**config.mk**
```make
export PLATFORM = sky130hd
export DESIGN_NAME = mcr_top
export DESIGN_NICKNAME = d
export VERILOG_FILES = /design/src/logic/mcr_avg.v /design/src/logic/mcr_seq.v /design/src/logic/mcr_top.v
export VERILOG_INCLUDE_DIRS = /design/src /design/src/inc
export SDC_FILE = /design/constraint.sdc
export NUM_CORES = 1
export LEC_CHECK = 0
export BUFFER_PORTS_ARGS = -buffer_cell sky130_fd_sc_hd__buf_2
export CORE_ASPECT_RATIO = 1.5
export CORE_MARGIN = 2
export CORE_UTILIZATION = 40
export CTS_CLUSTER_SIZE = 8
export DETAILED_ROUTE_END_ITERATION = 12
export GPL_TIMING_DRIVEN = 0
export HOLD_SLACK_MARGIN = 0.03
export PLACE_DENSITY_LB_ADDON = 0.2
export REMOVE_ABC_BUFFERS = 1
export SETUP_SLACK_MARGIN = 0.02
export SYNTH_ARGS = -nofsm -noshare
export SYNTH_HDL_FRONTEND = slang
export SYNTH_HIERARCHICAL = 1
export SYNTH_SLANG_ARGS = --single-unit
```
**constraint.sdc**
```tcl
create_clock -name MCLK_I -period 17.2 [get_ports MCLK_I]
set_input_delay 3.44 -clock MCLK_I [delete_from_list [all_inputs] [get_ports MCLK_I]]
set_output_delay 3.44 -clock MCLK_I [all_outputs]
set_load 0.02 [all_outputs]
```
**src/inc/mcr_defines.vh**
```
// Constants for the monitor configuration and result block
`ifndef MCR_DEFINES_VH
`define MCR_DEFINES_VH

`define MCR_REG_CFG 8'h00
`define MCR_REG_SHUNT1 8'h01
`define MCR_REG_BUS1 8'h02
`define MCR_CFG_RESET 16'h7127
`define MCR_RES_RESET 16'h0000
`define MCR_RD_UNMAPPED 16'h0000
`define MCR_CFG_RST_BIT 15
`define MCR_CFG_EN_HI 14
`define MCR_CFG_EN_LO 12
`define MCR_CFG_AVG_HI 11
`define MCR_CFG_AVG_LO 9
`define MCR_CFG_BCT_HI 8
`define MCR_CFG_BCT_LO 6
`define MCR_CFG_SCT_HI 5
`define MCR_CFG_SCT_LO 3
`define MCR_CFG_MODE_HI 2
`define MCR_CFG_MODE_LO 0
`define MCR_MODE_SHUNT_BIT 0
`define MCR_MODE_BUS_BIT 1
`define MCR_MODE_CONT_BIT 2
`define MCR_RES_PAD 3'h0
`define MCR_I2C_ADDR 7'h40
`define MCR_BYTE_BITS 4'h8

`define MCR_CLK_MHZ 250
`define MCR_CT0_NS 140000
`define MCR_CT1_NS 204000
`define MCR_CT2_NS 332000
`define MCR_CT3_NS 588000
`define MCR_CT4_NS 1100000
`define MCR_CT5_NS 2116000
`define MCR_CT6_NS 4156000
`define MCR_CT7_NS 8244000
`define MCR_NS_PER_US 1000

`define MCR_AVG_SH0 4'h0
`define MCR_AVG_SH1 4'h2
`define MCR_AVG_SH2 4'h4
`define MCR_AVG_SH3 4'h6
`define MCR_AVG_SH4 4'h7
`define MCR_AVG_SH5 4'h8
`define MCR_AVG_SH6 4'h9
`define MCR_AVG_SH7 4'hA

`define MCR_SLOT_FIRST 3'h0
`define MCR_SLOT_LAST 5
`define MCR_CNT_ONE 24'h000001
`define MCR_SMP_ONE 11'h001

`endif

```
**src/logic/mcr_avg.v**
```verilog
// Sample accumulator producing one averaged result per slot
`timescale 1ns/1ps
`default_nettype none
`include "mcr_defines.vh"
module mcr_avg (
   input wire clk_i,
   input wire rst_n_i,
   input wire clr_i,
   input wire smp_i,
   input wire last_i,
   input wire [3:0] shift_i,
   input wire [12:0] data_i,
   input wire [2:0] tag_i,
   output reg valid_o,
   output reg [12:0] res_o,
   output reg [2:0] tag_o
);
   reg [22:0] acc_q;
   wire signed [22:0] sum_w;
   wire signed [22:0] avg_w;

   assign sum_w = $signed(acc_q) + $signed({{10{data_i[12]}}, data_i});
   // Arithmetic shift keeps the sign of negative averages
   assign avg_w = sum_w >>> shift_i;

   always @(posedge clk_i or negedge rst_n_i) begin
      if (!rst_n_i) begin
         acc_q <= 23'h000000;
         valid_o <= 1'b0;
         res_o <= 13'h0000;
         tag_o <= 3'h0;
      end else begin
         valid_o <= 1'b0;
         // Aborted averages must not leak into the next pass
         if (clr_i) begin
            acc_q <= 23'h000000;
         end else if (smp_i) begin
            if (last_i) begin
               acc_q <= 23'h000000;
               res_o <= avg_w[12:0];
               tag_o <= tag_i;
               valid_o <= 1'b1;
            end else begin
               acc_q <= sum_w;
            end
         end
      end
   end
endmodule
`default_nettype wire

```
**src/logic/mcr_seq.v**
```verilog
// Conversion sequencer walking enabled channel and quantity slots
`timescale 1ns/1ps
`default_nettype none
`include "mcr_defines.vh"
module mcr_seq (
   input wire clk_i,
   input wire rst_n_i,
   input wire restart_i,
   input wire hold_i,
   input wire [2:0] en_i,
   input wire [2:0] mode_i,
   input wire [23:0] shunt_cyc_i,
   input wire [23:0] bus_cyc_i,
   input wire [3:0] shift_i,
   output reg busy_o,
   output reg [2:0] slot_o,
   output reg strobe_o,
   output reg last_o,
   output reg [2:0] tag_o
);
   localparam ST_IDLE = 1'b0;
   localparam ST_CONV = 1'b1;

   reg [23:0] cnt_q;
   reg [10:0] smp_q;
   reg [3:0] nx_d;
   wire [10:0] n_m1;
   wire [3:0] first_w;

   // Slot = channel * 2 + quantity; lowest enabled slot at or after from
   function [3:0] find_slot;
      input [2:0] from;
      input [2:0] en;
      input [2:0] mode;
      integer i;
      reg [3:0] r;
      begin
         r = 4'h0;
         for (i = `MCR_SLOT_LAST; i >= 0; i = i - 1) begin
            if (i >= from && en[2 - i / 2] && mode[i % 2]) begin
               r = {1'b1, i[2:0]};
            end
         end
         find_slot = r;
      end
   endfunction

   function [23:0] slot_cyc;
      input [2:0] slot;
      begin
         slot_cyc = slot[0] ? bus_cyc_i : shunt_cyc_i;
      end
   endfunction

   assign n_m1 = (`MCR_SMP_ONE << shift_i) - `MCR_SMP_ONE;
   assign first_w = find_slot(`MCR_SLOT_FIRST, en_i, mode_i);

   always @* begin
      nx_d = find_slot(slot_o + 3'h1, en_i, mode_i);
      if (!nx_d[3] && mode_i[`MCR_MODE_CONT_BIT]) begin
         nx_d = find_slot(`MCR_SLOT_FIRST, en_i, mode_i);
      end
   end

   always @(posedge clk_i or negedge rst_n_i) begin
      if (!rst_n_i) begin
         busy_o <= ST_IDLE;
         slot_o <= 3'h0;
         strobe_o <= 1'b0;
         last_o <= 1'b0;
         tag_o <= 3'h0;
         cnt_q <= 24'h000000;
         smp_q <= 11'h000;
      end else begin
         strobe_o <= 1'b0;
         last_o <= 1'b0;
         if (restart_i) begin
            smp_q <= 11'h000;
            if (first_w[3]) begin
               busy_o <= ST_CONV;
               slot_o <= first_w[2:0];
               cnt_q <= slot_cyc(first_w[2:0]);
            end else begin
               busy_o <= ST_IDLE;
            end
         end else begin
            case (busy_o)
               ST_CONV: begin
                  // Counter freezes while a configuration write is open
                  if (!hold_i) begin
                     if (cnt_q == `MCR_CNT_ONE) begin
                        strobe_o <= 1'b1;
                        tag_o <= slot_o;
                        last_o <= (smp_q == n_m1);
                        if (smp_q != n_m1) begin
                           smp_q <= smp_q + `MCR_SMP_ONE;
                           cnt_q <= slot_cyc(slot_o);
                        end else begin
                           smp_q <= 11'h000;
                           if (nx_d[3]) begin
                              slot_o <= nx_d[2:0];
                              cnt_q <= slot_cyc(nx_d[2:0]);
                           end else begin
                              busy_o <= ST_IDLE;
                           end
                        end
                     end else begin
                        cnt_q <= cnt_q - `MCR_CNT_ONE;
                     end
                  end
               end
               default: begin
                  busy_o <= ST_IDLE;
               end
            endcase
         end
      end
   end
endmodule
`default_nettype wire

```
**src/logic/mcr_top.v**
```verilog
// Two-wire register slave, configuration and channel-one results
`timescale 1ns/1ps
`default_nettype none
`include "mcr_defines.vh"
module mcr_top #(
   parameter [23:0] CT0_CYC = `MCR_CT0_NS * `MCR_CLK_MHZ / `MCR_NS_PER_US,
   parameter [23:0] CT1_CYC = `MCR_CT1_NS * `MCR_CLK_MHZ / `MCR_NS_PER_US,
   parameter [23:0] CT2_CYC = `MCR_CT2_NS * `MCR_CLK_MHZ / `MCR_NS_PER_US,
   parameter [23:0] CT3_CYC = `MCR_CT3_NS * `MCR_CLK_MHZ / `MCR_NS_PER_US,
   parameter [23:0] CT4_CYC = `MCR_CT4_NS * `MCR_CLK_MHZ / `MCR_NS_PER_US,
   parameter [23:0] CT5_CYC = `MCR_CT5_NS * `MCR_CLK_MHZ / `MCR_NS_PER_US,
   parameter [23:0] CT6_CYC = `MCR_CT6_NS * `MCR_CLK_MHZ / `MCR_NS_PER_US,
   parameter [23:0] CT7_CYC = `MCR_CT7_NS * `MCR_CLK_MHZ / `MCR_NS_PER_US,
   parameter [6:0] DEV_ADDR = `MCR_I2C_ADDR
) (
   input wire MCLK_I,
   input wire RSTN_I,
   input wire SCL_I,
   input wire SDA_I,
   input wire [12:0] SAMPLE_I,
   output reg SDA_O,
   output reg SDA_OE_O,
   output reg ADC_RUN_O,
   output reg [1:0] ADC_CHAN_O,
   output reg ADC_BUS_O
);
   localparam ST_IDLE = 4'h0;
   localparam ST_ADDR = 4'h1;
   localparam ST_ADDR_ACK = 4'h2;
   localparam ST_PTR = 4'h3;
   localparam ST_PTR_ACK = 4'h4;
   localparam ST_WDATA = 4'h5;
   localparam ST_WDATA_ACK = 4'h6;
   localparam ST_RDATA = 4'h7;
   localparam ST_RD_ACK = 4'h8;

   reg rst_s1_q;
   reg rst_s2_q;
   reg scl_s1_q;
   reg scl_s2_q;
   reg scl_s3_q;
   reg sda_s1_q;
   reg sda_s2_q;
   reg sda_s3_q;
   reg [15:0] cfg_q;
   reg [15:0] shunt1_q;
   reg [15:0] bus1_q;
   reg [7:0] ptr_q;
   reg [3:0] st_q;
   reg [7:0] sr_q;
   reg [3:0] cnt_q;
   reg rw_q;
   reg byte_q;
   reg [7:0] hi_q;
   reg [15:0] tx_q;
   reg nack_q;
   reg hold_q;
   reg cfg_wr_q;
   reg restart_q;
   reg soft_q;
   reg [15:0] rd_word;
   wire rst_n;
   wire scl_rise;
   wire scl_fall;
   wire bus_start;
   wire bus_stop;
   wire [15:0] wr_word;
   wire seq_busy;
   wire [2:0] seq_slot;
   wire seq_strobe;
   wire seq_last;
   wire [2:0] seq_tag;
   wire avg_valid;
   wire [12:0] avg_res;
   wire [2:0] avg_tag;
   wire [3:0] avg_shift;

   function [23:0] ct_cycles;
      input [2:0] code;
      begin
         case (code)
            3'h0: ct_cycles = CT0_CYC;
            3'h1: ct_cycles = CT1_CYC;
            3'h2: ct_cycles = CT2_CYC;
            3'h3: ct_cycles = CT3_CYC;
            3'h4: ct_cycles = CT4_CYC;
            3'h5: ct_cycles = CT5_CYC;
            3'h6: ct_cycles = CT6_CYC;
            default: ct_cycles = CT7_CYC;
         endcase
      end
   endfunction

   function [3:0] avg_sh;
      input [2:0] code;
      begin
         case (code)
            3'h0: avg_sh = `MCR_AVG_SH0;
            3'h1: avg_sh = `MCR_AVG_SH1;
            3'h2: avg_sh = `MCR_AVG_SH2;
            3'h3: avg_sh = `MCR_AVG_SH3;
            3'h4: avg_sh = `MCR_AVG_SH4;
            3'h5: avg_sh = `MCR_AVG_SH5;
            3'h6: avg_sh = `MCR_AVG_SH6;
            default: avg_sh = `MCR_AVG_SH7;
         endcase
      end
   endfunction

   assign rst_n = rst_s2_q;
   // Edges come from synchronised copies only, never the first stage
   assign scl_rise = scl_s2_q & ~scl_s3_q;
   assign scl_fall = ~scl_s2_q & scl_s3_q;
   assign bus_start = scl_s2_q & scl_s3_q & sda_s3_q & ~sda_s2_q;
   assign bus_stop = scl_s2_q & scl_s3_q & ~sda_s3_q & sda_s2_q;
   assign wr_word = {hi_q, sr_q};
   assign avg_shift = avg_sh(cfg_q[`MCR_CFG_AVG_HI:`MCR_CFG_AVG_LO]);

   // Read mux is side-effect free, so reads never touch conversions
   always @* begin
      case (ptr_q)
         `MCR_REG_CFG: rd_word = cfg_q;
         `MCR_REG_SHUNT1: rd_word = shunt1_q;
         `MCR_REG_BUS1: rd_word = bus1_q;
         default: rd_word = `MCR_RD_UNMAPPED;
      endcase
   end

   always @(posedge MCLK_I or negedge RSTN_I) begin
      if (!RSTN_I) begin
         rst_s1_q <= 1'b0;
         rst_s2_q <= 1'b0;
      end else begin
         rst_s1_q <= 1'b1;
         rst_s2_q <= rst_s1_q;
      end
   end

   mcr_seq u_seq (
      .clk_i(MCLK_I),
      .rst_n_i(rst_n),
      .restart_i(restart_q),
      .hold_i(hold_q),
      .en_i(cfg_q[`MCR_CFG_EN_HI:`MCR_CFG_EN_LO]),
      .mode_i(cfg_q[`MCR_CFG_MODE_HI:`MCR_CFG_MODE_LO]),
      .shunt_cyc_i(ct_cycles(cfg_q[`MCR_CFG_SCT_HI:`MCR_CFG_SCT_LO])),
      .bus_cyc_i(ct_cycles(cfg_q[`MCR_CFG_BCT_HI:`MCR_CFG_BCT_LO])),
      .shift_i(avg_shift),
      .busy_o(seq_busy),
      .slot_o(seq_slot),
      .strobe_o(seq_strobe),
      .last_o(seq_last),
      .tag_o(seq_tag)
   );

   mcr_avg u_avg (
      .clk_i(MCLK_I),
      .rst_n_i(rst_n),
      .clr_i(restart_q),
      .smp_i(seq_strobe),
      .last_i(seq_last),
      .shift_i(avg_shift),
      .data_i(SAMPLE_I),
      .tag_i(seq_tag),
      .valid_o(avg_valid),
      .res_o(avg_res),
      .tag_o(avg_tag)
   );

   always @(posedge MCLK_I or negedge rst_n) begin
      if (!rst_n) begin
         scl_s1_q <= 1'b1;
         scl_s2_q <= 1'b1;
         scl_s3_q <= 1'b1;
         sda_s1_q <= 1'b1;
         sda_s2_q <= 1'b1;
         sda_s3_q <= 1'b1;
         cfg_q <= `MCR_CFG_RESET;
         shunt1_q <= `MCR_RES_RESET;
         bus1_q <= `MCR_RES_RESET;
         ptr_q <= `MCR_REG_CFG;
         st_q <= ST_IDLE;
         sr_q <= 8'h00;
         cnt_q <= 4'h0;
         rw_q <= 1'b0;
         byte_q <= 1'b0;
         hi_q <= 8'h00;
         tx_q <= 16'h0000;
         nack_q <= 1'b0;
         hold_q <= 1'b0;
         cfg_wr_q <= 1'b0;
         restart_q <= 1'b1;
         soft_q <= 1'b0;
         SDA_O <= 1'b0;
         SDA_OE_O <= 1'b0;
         ADC_RUN_O <= 1'b0;
         ADC_CHAN_O <= 2'h0;
         ADC_BUS_O <= 1'b0;
      end else begin
         scl_s1_q <= SCL_I;
         scl_s2_q <= scl_s1_q;
         scl_s3_q <= scl_s2_q;
         sda_s1_q <= SDA_I;
         sda_s2_q <= sda_s1_q;
         sda_s3_q <= sda_s2_q;
         SDA_O <= 1'b0;
         ADC_RUN_O <= seq_busy;
         ADC_CHAN_O <= seq_slot[2:1];
         ADC_BUS_O <= seq_slot[0];
         restart_q <= soft_q;
         soft_q <= 1'b0;
         // Only the channel-one slots own result registers here
         if (avg_valid && avg_tag[2:1] == 2'h0) begin
            if (avg_tag[0]) begin
               bus1_q <= {avg_res, `MCR_RES_PAD};
            end else begin
               shunt1_q <= {avg_res, `MCR_RES_PAD};
            end
         end
         if (bus_start || bus_stop) begin
            if (cfg_wr_q) begin
               restart_q <= 1'b1;
               cfg_wr_q <= 1'b0;
            end
            hold_q <= 1'b0;
            SDA_OE_O <= 1'b0;
            cnt_q <= 4'h0;
            st_q <= bus_start ? ST_ADDR : ST_IDLE;
         end else if (scl_rise) begin
            case (st_q)
               ST_ADDR, ST_PTR, ST_WDATA: begin
                  sr_q <= {sr_q[6:0], sda_s2_q};
                  cnt_q <= cnt_q + 4'h1;
               end
               ST_RD_ACK: begin
                  nack_q <= sda_s2_q;
               end
               default: begin
                  nack_q <= nack_q;
               end
            endcase
         end else if (scl_fall) begin
            case (st_q)
               ST_ADDR: begin
                  if (cnt_q == `MCR_BYTE_BITS) begin
                     if (sr_q[7:1] == DEV_ADDR) begin
                        SDA_OE_O <= 1'b1;
                        rw_q <= sr_q[0];
                        st_q <= ST_ADDR_ACK;
                     end else begin
                        st_q <= ST_IDLE;
                     end
                  end
               end
               ST_ADDR_ACK: begin
                  cnt_q <= 4'h0;
                  if (rw_q) begin
                     // Whole word is captured so both bytes belong together
                     tx_q <= {rd_word[14:0], 1'b0};
                     SDA_OE_O <= ~rd_word[15];
                     cnt_q <= 4'h1;
                     byte_q <= 1'b0;
                     st_q <= ST_RDATA;
                  end else begin
                     SDA_OE_O <= 1'b0;
                     st_q <= ST_PTR;
                  end
               end
               ST_PTR: begin
                  if (cnt_q == `MCR_BYTE_BITS) begin
                     ptr_q <= sr_q;
                     SDA_OE_O <= 1'b1;
                     st_q <= ST_PTR_ACK;
                  end
               end
               ST_PTR_ACK: begin
                  SDA_OE_O <= 1'b0;
                  cnt_q <= 4'h0;
                  byte_q <= 1'b0;
                  st_q <= ST_WDATA;
                  if (ptr_q == `MCR_REG_CFG) begin
                     hold_q <= 1'b1;
                  end
               end
               ST_WDATA: begin
                  if (cnt_q == `MCR_BYTE_BITS) begin
                     SDA_OE_O <= 1'b1;
                     st_q <= ST_WDATA_ACK;
                     if (!byte_q) begin
                        hi_q <= sr_q;
                     end else if (ptr_q == `MCR_REG_CFG) begin
                        if (wr_word[`MCR_CFG_RST_BIT]) begin
                           // Full reset; stored bit reads back as zero
                           cfg_q <= `MCR_CFG_RESET;
                           shunt1_q <= `MCR_RES_RESET;
                           bus1_q <= `MCR_RES_RESET;
                           ptr_q <= `MCR_REG_CFG;
                           soft_q <= 1'b1;
                        end else begin
                           cfg_q <= wr_word;
                           cfg_wr_q <= 1'b1;
                        end
                     end
                  end
               end
               ST_WDATA_ACK: begin
                  SDA_OE_O <= 1'b0;
                  cnt_q <= 4'h0;
                  byte_q <= ~byte_q;
                  st_q <= ST_WDATA;
               end
               ST_RDATA: begin
                  if (cnt_q == `MCR_BYTE_BITS) begin
                     SDA_OE_O <= 1'b0;
                     st_q <= ST_RD_ACK;
                  end else begin
                     SDA_OE_O <= ~tx_q[15];
                     tx_q <= {tx_q[14:0], 1'b0};
                     cnt_q <= cnt_q + 4'h1;
                  end
               end
               ST_RD_ACK: begin
                  if (nack_q) begin
                     st_q <= ST_IDLE;
                  end else begin
                     cnt_q <= 4'h1;
                     st_q <= ST_RDATA;
                     if (byte_q) begin
                        tx_q <= {rd_word[14:0], 1'b0};
                        SDA_OE_O <= ~rd_word[15];
                        byte_q <= 1'b0;
                     end else begin
                        SDA_OE_O <= ~tx_q[15];
                        tx_q <= {tx_q[14:0], 1'b0};
                        byte_q <= 1'b1;
                     end
                  end
               end
               default: begin
                  st_q <= ST_IDLE;
               end
            endcase
         end
      end
   end
endmodule
`default_nettype wire

```
; Word-level counts from Yosys, hierarchy flattened
; Cells that the tools add are included.
[totals]
output_inout_bits = 6
ff_bits = 200
in_bits = 17
word_cells = 342
[classes]
n_eq_ne = 57
order_cmp = 6
addsub = 6
shift = 2
n_reduce_logical = 64
n_mux = 150
bitwise_logic = 18
[ops]
columns = operator, n
row1 = two-way mux 16 bit, 24
row2 = one-hot mux 21 bit (7 select lines), 2
row3 = two-way mux 24 bit, 7
row4 = two-way mux 4 bit, 26
row5 = one-hot mux 16 bit (3 select lines), 2
row6 = two-way mux 23 bit, 3
row7 = two-way mux 21 bit, 3
row8 = two-way mux 1 bit, 56
row9 = one-hot mux 4 bit (7 select lines), 2
row10 = two-way mux 11 bit, 5
row11 = two-way mux 8 bit, 5
row12 = AND reduction 6 bit, 5
row13 = AND reduction 7 bit, 4
row14 = equality test 3 bit (second input constant), 9
row15 = two-way mux 3 bit, 9
row16 = equality test 24 x 1 -> 1 bit (second input constant), 1
row17 = subtractor 24 x 1 -> 24 bit (second input constant), 1
row18 = adder 23 x 13 -> 23 bit, 1
row19 = >>> shifter 23 x 4 -> 13 bit, 1
row20 = nonzero test 2 bit, 11
row21 = logical AND 1 bit, 20
row22 = equality test 3 x 2 -> 1 bit (second input constant), 6
row23 = != test 2 bit (second input constant), 9
row24 = != test 3 bit (second input constant), 6
row25 = other kinds (45), 85

; Depth between registers and ports, before layout
; Gate-level depths: netlist of the first run.
[logic_depth]
depth_word = 20
ltp_mapped = 18
mapped_depth_nobuf = 15

; Cells and area by module
; The synthesis of the first run kept the hierarchy.
[modules_own_cells]
columns = mod, area_each_um2, seq_area_each_um2, cells_per_inst, instances
row1 = mcr_top, 5914.4, 2871.5, 590, 1
row2 = mcr_seq, 3847.4, 1101.1, 538, 1
row3 = mcr_avg, 3696.0, 1001.0, 446, 1

; Worst setup path after synthesis of the first run
; Ideal clock, no wire load.
[synth_path]
kind = input to register
startpoint = input port SAMPLE_I[0]
endpoint = register u_avg.res_o[7]
setup_slack_ns = 10.833
arrival_time_ns = 6.244
required_ns = 17.076
path_buffers = 0
path_stages = 11
setup_ns = 0.124
path_cell_list = ha_1 -> fa_1 -> a21o_1 -> a221oi_4 -> o221a_4 -> nor3_4 -> nor2_8 -> xnor2_2 -> mux2_2 -> mux4_2 -> a211o_1
[synth_between]
elab_chain_len = 2
[synth_rtl]
columns = item, line_no
row1 = start: declaration, mcr_top.v:20  ; input wire [12:0] SAMPLE_I,
row2 = adder 23 x 13 -> 23 bit, mcr_avg.v:22  ; assign sum_w = $signed(acc_q) + $signed({{10{data_i[12]}}, data_i});
row3 = >>> shifter 23 x 4 -> 13 bit, mcr_avg.v:24  ; assign avg_w = sum_w >>> shift_i;
row4 = end signal: assignment, mcr_avg.v:40  ; res_o <= avg_w[12:0];
row5 = end: declaration, mcr_avg.v:15  ; output reg [12:0] res_o,
; Every way passes these cells.
; A chain may end at the register's enable or synchronous reset.

; Worst setup path in the final report of the first run
[layout_path]
startpoint = input port SAMPLE_I[6]
endpoint = register u_avg.res_o[12]
; Same word-level chain as after synthesis.

==> results.txt, run 1 <==
result of the run: finished clean
Filler Cells Inserted: 3,297
global routing's busiest layer: met2
row count: 82
Detail Route Antenna Nets: 0
area grow syn2layout: 9.000%
Vias/cell: 5.853
area of the multi-input gates: 0.008056 mm^2
syn_area_per_cell: 8.550 um^2
Die Y-Extent: 228.7 um
Commonest cells post-synth: nand2_1 (201), dfrtp_1 (183), nor2_1 (157)
GRT met3 Usage: 2.579%
sequential area share after synthesis: 36.96%
final wirelength: 36,770 um
Die Area: 0.03516 mm^2
clk root buf: clkbuf_16
Synth Instances: 1,574
Post-synth EDFFs: 0
met1 usage: 24.37%
global-route wire length before repair: 60,600 um
Max-slew headroom: 25.77%
clk sinks: 198
CP arrival: 6.83 ns
cts bufs inserted: 17
RSZ-0062 raised after global routing: no
kind of critical path: input pin to flop
fin crit share: 37.91%
Starting Density: 40.48%
post-CTS setup buffer count: 0
type of origin of the critical path: input pin
DRC Markers: 0
Area contributors post-synth: dfrtp_1 (34%), nand2_1 (5.6%), mux2i_1 (4.4%), nor2_1 (4.4%), a21oi_1 (4.2%)
Final Hold Viols: 0
port bufs: 21
H-Tree Depth: 4
Max clock buf depth: 2
worst hold path class: flop to asynchronous set/reset pin
GP Congestion: 0.8819
Clk Latency, worst-skew pair: 0.46 ns
CP endpoint kind: flop
synthesized cell area: 0.01346 mm^2
Yosys cell types: 100
CP Data Required Time: 17.51 ns
final setup fails: 0
CP Launch Point: SAMPLE_I[6]
GRT Overall Usage: 21.05%
VDD IR max: 0.00006699 V
Post-CTS Resized: 0
initial antenna violation count: 0
HPWL after detailed placement: 26,260 um
most frequent cell after synthesis: nand2_1
Leak Pwr: 6.241 nW
Hold-fix buffers, CTS: 0
Pre-antenna DRT Iters: 5
n_diodes: 0
worst r2r src: cfg_q[9]
Tightest Pin Transition: 1.113 ns
setup_tns: 0 ns
M2 GR Usage: 37.78%
clock-pin slew on the worst setup and hold paths: 0.08 ns
Initial DRC Count: 701
Final WS setup: 10.68 ns
number of global-route vias before repair: 11,720
Register Area: 0.004977 mm^2
IO Count: 23
Yosys reg bits: 198
largest net degree at the start of global routing: 67
PD cells: 67.69 mW/mm^2
Final Slew Violations: 0
dominant cell type by area after synthesis: dfrtp_1
grt total ovfl: 0
max_cap viols: 0
width of the chip: 153.8 um
Net count, final: 1,611
FMAX: 0.1534 GHz
per-cell routed wire length: 18.48 um
share of layout cells above drive strength 1: 11.72%
via count: 11,650
pre-CTS setup slack: 10.31 ns
top-area cell type share of the netlist area: 34.03%
CTS tree: yes
critical path peak fanout: 6
Worst Skew: 0.01180 ns
FFs w/ async S/R, synth: 100.0%
Core ar.: 0.03324 mm^2
ys flop type: dfrtp_1
minimum clock period: 6.521 ns
Yosys warning total: 6
==> path summary, 6_finish.rpt <==
kind | to | slack, ns | depth (start not counted)
min in group MCLK_I | rst_n | 0.36 | 0
min reg2reg | tx_q[13] | 0.21 | 0
max in group asynchronous | rst_n | 14.34 | 1
max | u_avg/res_o[12] | 10.68 | 11
max reg2reg | u_seq/cnt_q[14] | 12.09 | 16
min | tx_q[13] | 0.21 | 0
==> layout make-up <==
| type | count | area share (%) |
|---|---|---|
| tap | 420 | 3.582 |
| sequential | 198 | 33.93 |
| inverter | 42 | 1.075 |
| clock inverter | 12 | 0.6568 |
| timing repair buffer | 39 | 2.815 |
| clock buffer | 19 | 3.019 |
| multi-input combinational | 1260 | 54.92 |
==> worst max-delay path, stage by stage <==
cell	delay [ns]
buf_2	0.10
ha_1	0.37
a21oi_1	0.30
a21boi_1	0.29
nor3_1	0.15
or2_1	0.26
o311ai_1	0.81
inv_1	0.14
mux4_2	0.52
mux2i_1	0.32
a211oi_1	0.13
==> sequential cells by signal, indices dropped and copies added (netlist names), 11 cells and up <==
| signal | count |
|---|---|
| bus1_q | 16 |
| u_avg/res_o | 13 |
| tx_q | 15 |
| u_seq/smp_q | 11 |
| u_avg/acc_q | 23 |
| cfg_q | 15 |
| u_seq/cnt_q | 24 |
| shunt1_q | 16 |
==> per-layer routing <==
metal	vias up	part of all wire, %
li1	5646	-
met1	5650	41
met2	270	52
met3	81	2.9
met4	0	4.3
met5	-	0
==> logic make-up (layout without fill, tap and decap cells) <==
kind of cell	count (synthesis)	count (layout)	synth area share (%)
xor gates and xnor gates	46	46	3.105
muxes	107	107	8.851
adders and majority gates	36	36	3.403
buffers and inverters	144	112	4.621
AOI/OAI and AO/OA	457	457	21.91
and+or+nand+nor	584	584	21.10
other	2	30	0.05580
DFF	198	198	36.96
==> cells in the final DEF (no fill, tap or decap), types with 14 or more instances in the layout <==
cell type / instances
mux2i_1: 57
buf_2: 21
nand2_1: 200
conb_1: 30
inv_1: 39
a22o_1: 23
dfstp_2: 15
nor3_1: 46
o31ai_1: 19
xor2_1: 24
o21ai_1: 24
ha_1: 35
nand3_1: 35
a211oi_1: 15
or3_1: 14
nand2b_1: 16
nor2b_1: 14
xnor2_1: 20
a31oi_1: 37
o21ai_0: 99
o211ai_1: 34
nor2_1: 156
dfrtp_1: 182
a21oi_1: 113
mux2_2: 42
clkbuf_16: 17
a21o_1: 14
==> power by group <==
part	internal [mW]	switching (mW)	total [mW]	leakage [nW]
logic	0.0435	0.0649	0.108	3.41
clock network	0.191	0.193	0.384	0.264
registers	0.479	0.0218	0.501	2.57
total	0.713	0.280	0.993	6.24
==> through the flow <==
| step | cell area (um^2) | power [mW] | util (%) | hold WS, ns | std cells |
|---|---|---|---|---|---|
| 3_5_place_dp | 14120 | 0.6177 | 42.47 | 0.2191 | 1958 |
| 2_1_floorplan | 13100 | 0.5823 | - | 0.3312 | 1500 |
| 4_1_cts | 14660 | 1.003 | 44.09 | 0.2254 | 1989 |
| 5_1_grt | 14670 | 1.037 | 44.13 | 0.2355 | 1990 |
| 3_3_place_gp | 13730 | 0.6131 | 41.30 | 0.3372 | 1941 |
| 6_report | 14670 | 0.9930 | 44.13 | 0.2110 | 1990 |
Note: power is estimated with default switching activity, not from simulation.
==> run 2: changes to the inputs <==
--- a/config.mk
+++ b/config.mk
@@ -6,6 +6,7 @@
 export SDC_FILE = /design/constraint.sdc
 export NUM_CORES = 1
 export LEC_CHECK = 0
+export ABC_AREA = 1
 export BUFFER_PORTS_ARGS = -buffer_cell sky130_fd_sc_hd__buf_2
 export CORE_ASPECT_RATIO = 1.5
 export CORE_MARGIN = 2
==> constraint.sdc (replaced) <==
create_clock -name MCLK_I -period 6.7 [get_ports MCLK_I]
set_input_delay 1.34 -clock MCLK_I [delete_from_list [all_inputs] [get_ports MCLK_I]]
set_output_delay 1.34 -clock MCLK_I [all_outputs]
set_load 0.02 [all_outputs]
==> run 2 against run 1 <==
Compared with the run above: synthesized area grew 8.6%; sequential power grew to 2.7 times the previous value; first-iteration DRC count grew 28%; sequential share of layout area shrank 2.4 points; count of clock-buffer cells in the layout shrank 1; clock power grew to 2.7 times the previous value; critical path depth is the same; highest routed layer unchanged.
==> results.txt, run 2 <==
Largest stage delay, worst path: 1.22 ns (+0.41 ns)
largest net degree at the start of global routing: 66 (-1.5%)
CP Buf/Inv Count: 1 (-1)
kind of critical path: flop to flop
Die Y-Extent: 238.1 um (+4.2%)
type of origin of the critical path: flop
Final Hold Viols: 0 (unchanged)
GRT Overall Usage: 22.61% (+1.6 points)
n_diodes: 0 (unchanged)
HPWL after detailed placement: 30,690 um (+17%)
sequential area share after synthesis: 34.02% (-2.9 points)
synthesized cell area: 0.01462 mm^2 (+8.6%)
ys flop type: dfrtp_1
CP Launch Point: cfg_q[1]
clk root buf: clkbuf_16
post-CTS setup buffer count: 0 (unchanged)
syn_area_per_cell: 6.529 um^2 (-24%)
grt total ovfl: 0 (unchanged)
Net count, final: 2,289 (+42%)
share of layout cells above drive strength 1: 7.025% (-4.7 points)
most frequent cell after synthesis: nand2_1
clock-pin slew on the worst setup and hold paths: 0.08 ns (about the same)
fin crit share: 74.24%
Final Slew Violations: 0 (unchanged)
via count: 14,280 (+23%)
Slowest cell on crit path: nand2_1
Crit Reg-Reg Endpoint: u_seq/cnt_q[8]
final wirelength: 42,330 um (+15%)
DRC Markers: 0 (unchanged)
Worst Reg-to-Reg Cells: 11 (-5)
commonest non-fill, non-tap cell in the layout: nand2_1
Core ar.: 0.03595 mm^2 (+8.1%)
max_cap viols: 0 (unchanged)
crit path to: u_seq/cnt_q[8]
Commonest cells post-synth: nand2_1 (681), inv_1 (260), nand3_1 (250)
Synth Instances: 2,239 (+42%)
worst r2r src: cfg_q[1]
area grow syn2layout: 8.156%
Most flops, register: u_seq/cnt_q
final setup fails: 0 (unchanged)
clk sinks: 198 (unchanged)
Initial DRC Count: 900 (+28%)
Final WS setup: 1.726 ns (-8.953 ns)
number of global-route vias before repair: 13,770 (+18%)
critical path peak fanout: 31 (+25)
Max clock buf depth: 2 (unchanged)
GP Congestion: 0.9065 (+2.8%)
Worst Skew: 0.01294 ns (+0.001146 ns)
final instance area: 0.01581 mm^2 (+7.8%)
worst hold path class: flop to asynchronous set/reset pin
per-cell routed wire length: 15.52 um (-16%)
RSZ-0062 raised after global routing: no
Yosys warning total: 6 (unchanged)
Area contributors post-synth: dfrtp_1 (31%), nand2_1 (17%), nand3_1 (8.6%), inv_1 (6.7%), nor2_1 (6.0%)
Tot Pwr: 3.171 mW (+220%)
final core occ: 43.99% (-0.14 points)
FMAX: 0.2011 GHz
pre-CTS setup slack: 1.817 ns (-8.491 ns)
Max-slew headroom: 17.29% (-8.5 points)
Pre-antenna DRT Iters: 7 (+2)
Die Area: 0.03813 mm^2 (+8.4%)
initial antenna violation count: 0 (unchanged)
Yosys cell types: 50 (-50%)
minimum clock period: 4.974 ns
result of the run: finished clean
commonest non-fill, non-tap cells in the layout: nand2_1 (681), inv_1 (260), nand3_1 (249), nor2_1 (229), dfrtp_1 (181)
global-route wire length before repair: 69,520 um (+15%)
Clk Latency, worst-skew pair: 0.46 ns (about the same)
port bufs: 21 (unchanged)
Hold-fix buffers, CTS: 0 (unchanged)
Yosys reg bits: 198 (unchanged)
Crit path max-delay family: simple AND/OR/NAND/NOR gates
Tightest Pin Transition: 1.238 ns (+0.1242 ns)
max reg flops: 24 (unchanged)
Detail Route Antenna Nets: 0 (unchanged)
Leak Pwr: 7.788 nW (+25%)
Top Registers: u_seq/cnt_q: 24 flops, u_avg/acc_q: 23 flops
Cell Chain, Critical Path: nand2_1 -> nand3_1 -> nand2_1 -> inv_1 -> nand4_2 -> nand2_1 -> nand2_1 -> nand3_1 -> nand2_1 -> nand2_1 -> a21oi_1
IO Count: 23 (unchanged)
Starting Density: 40.67% (+0.18 points)
Post-synth EDFFs: 0 (unchanged)
Post-Place Cell Area: 0.01524 mm^2 (+7.9%)
PD cells: 200.6 mW/mm^2 (+200%)
r2r setup slk: 1.73 ns (-10.36 ns)
CP arrival: 5.32 ns (-1.51 ns)
CTS tree: yes
FFs w/ async S/R, synth: 100.0% (unchanged)
most frequent CP cell: nand2_1
top-area cell type share of the netlist area: 31.32% (-2.7 points)
width of the chip: 160.1 um (+4.1%)
hold slack final: 0.3170 ns (+0.1060 ns)
dominant cell type by area after synthesis: dfrtp_1
H-Tree Depth: 4 (unchanged)
cell count along the critical path: 11 (unchanged)
CP endpoint kind: flop
VDD IR max: 0.0001571 V (+130%)
Post-CTS Resized: 0 (unchanged)
CP Data Required Time: 7.05 ns (-10.46 ns)
Vias/cell: 5.238 (-11%)
row count: 85 (+3.7%)
cts bufs inserted: 17 (unchanged)
[run 2: area by class of cell]
type | count | area (um^2)
fill | 3850 | 20140
multi-input combinational | 1724 | 8384
sequential | 198 | 4979
inverter | 265 | 994.7
tap | 478 | 598.1
clock buffer | 18 | 429.2
timing repair buffer | 30 | 286.5
clock inverter | 14 | 140.1
[run 2: power by group]
part | internal (mW) | total, mW | switching, mW | leakage (nW)
clock network | 0.524 | 1.04 | 0.515 | 0.273
registers | 1.26 | 1.34 | 0.0805 | 2.37
logic | 0.239 | 0.789 | 0.550 | 5.14
total | 2.03 | 3.17 | 1.15 | 7.79
[run 2: cell families after synthesis]
kind of cell	count (synthesis)	synth area share (%)
muxes	25	1.712
and+or+nand+nor	1273	37.56
AOI/OAI and AO/OA	334	12.44
buffers and inverters	345	9.526
xor gates and xnor gates	26	1.558
other	2	0.05137
adders and majority gates	36	3.132
DFF	198	34.02
[run 2: per-stage QoR]
| step | std cells | TNS (ns) |
|---|---|---|
| floorplan | 2187 | 0 |
| global placement | 2686 | -323.98 |
| detailed placement | 2695 | 0 |
| CTS | 2727 | 0 |
| global route | 2727 | 0 |
| finish | 2727 | 0 |
[run 2: worst min path at each step]
stage               depth (start not counted)      from           to
floorplan                                   0  rst_s1_q        rst_n
global placement                            0  rst_s1_q        rst_n
detailed placement                          0     rst_n       soft_q
CTS                                         0     rst_n       soft_q
global route                                0  rst_s1_q        rst_n
finish                                      0     rst_n  shunt1_q[5]
[run 2: routing by layer]
metal  wire length (um)  track usage (%)  vias to the layer above
met1              17430            26.01                     6667
met5                  0                0                        -
li1                   -                -                     7198
met2              22070            42.20                      335
met3               1389            2.712                       83
met4               1445            9.391                        0
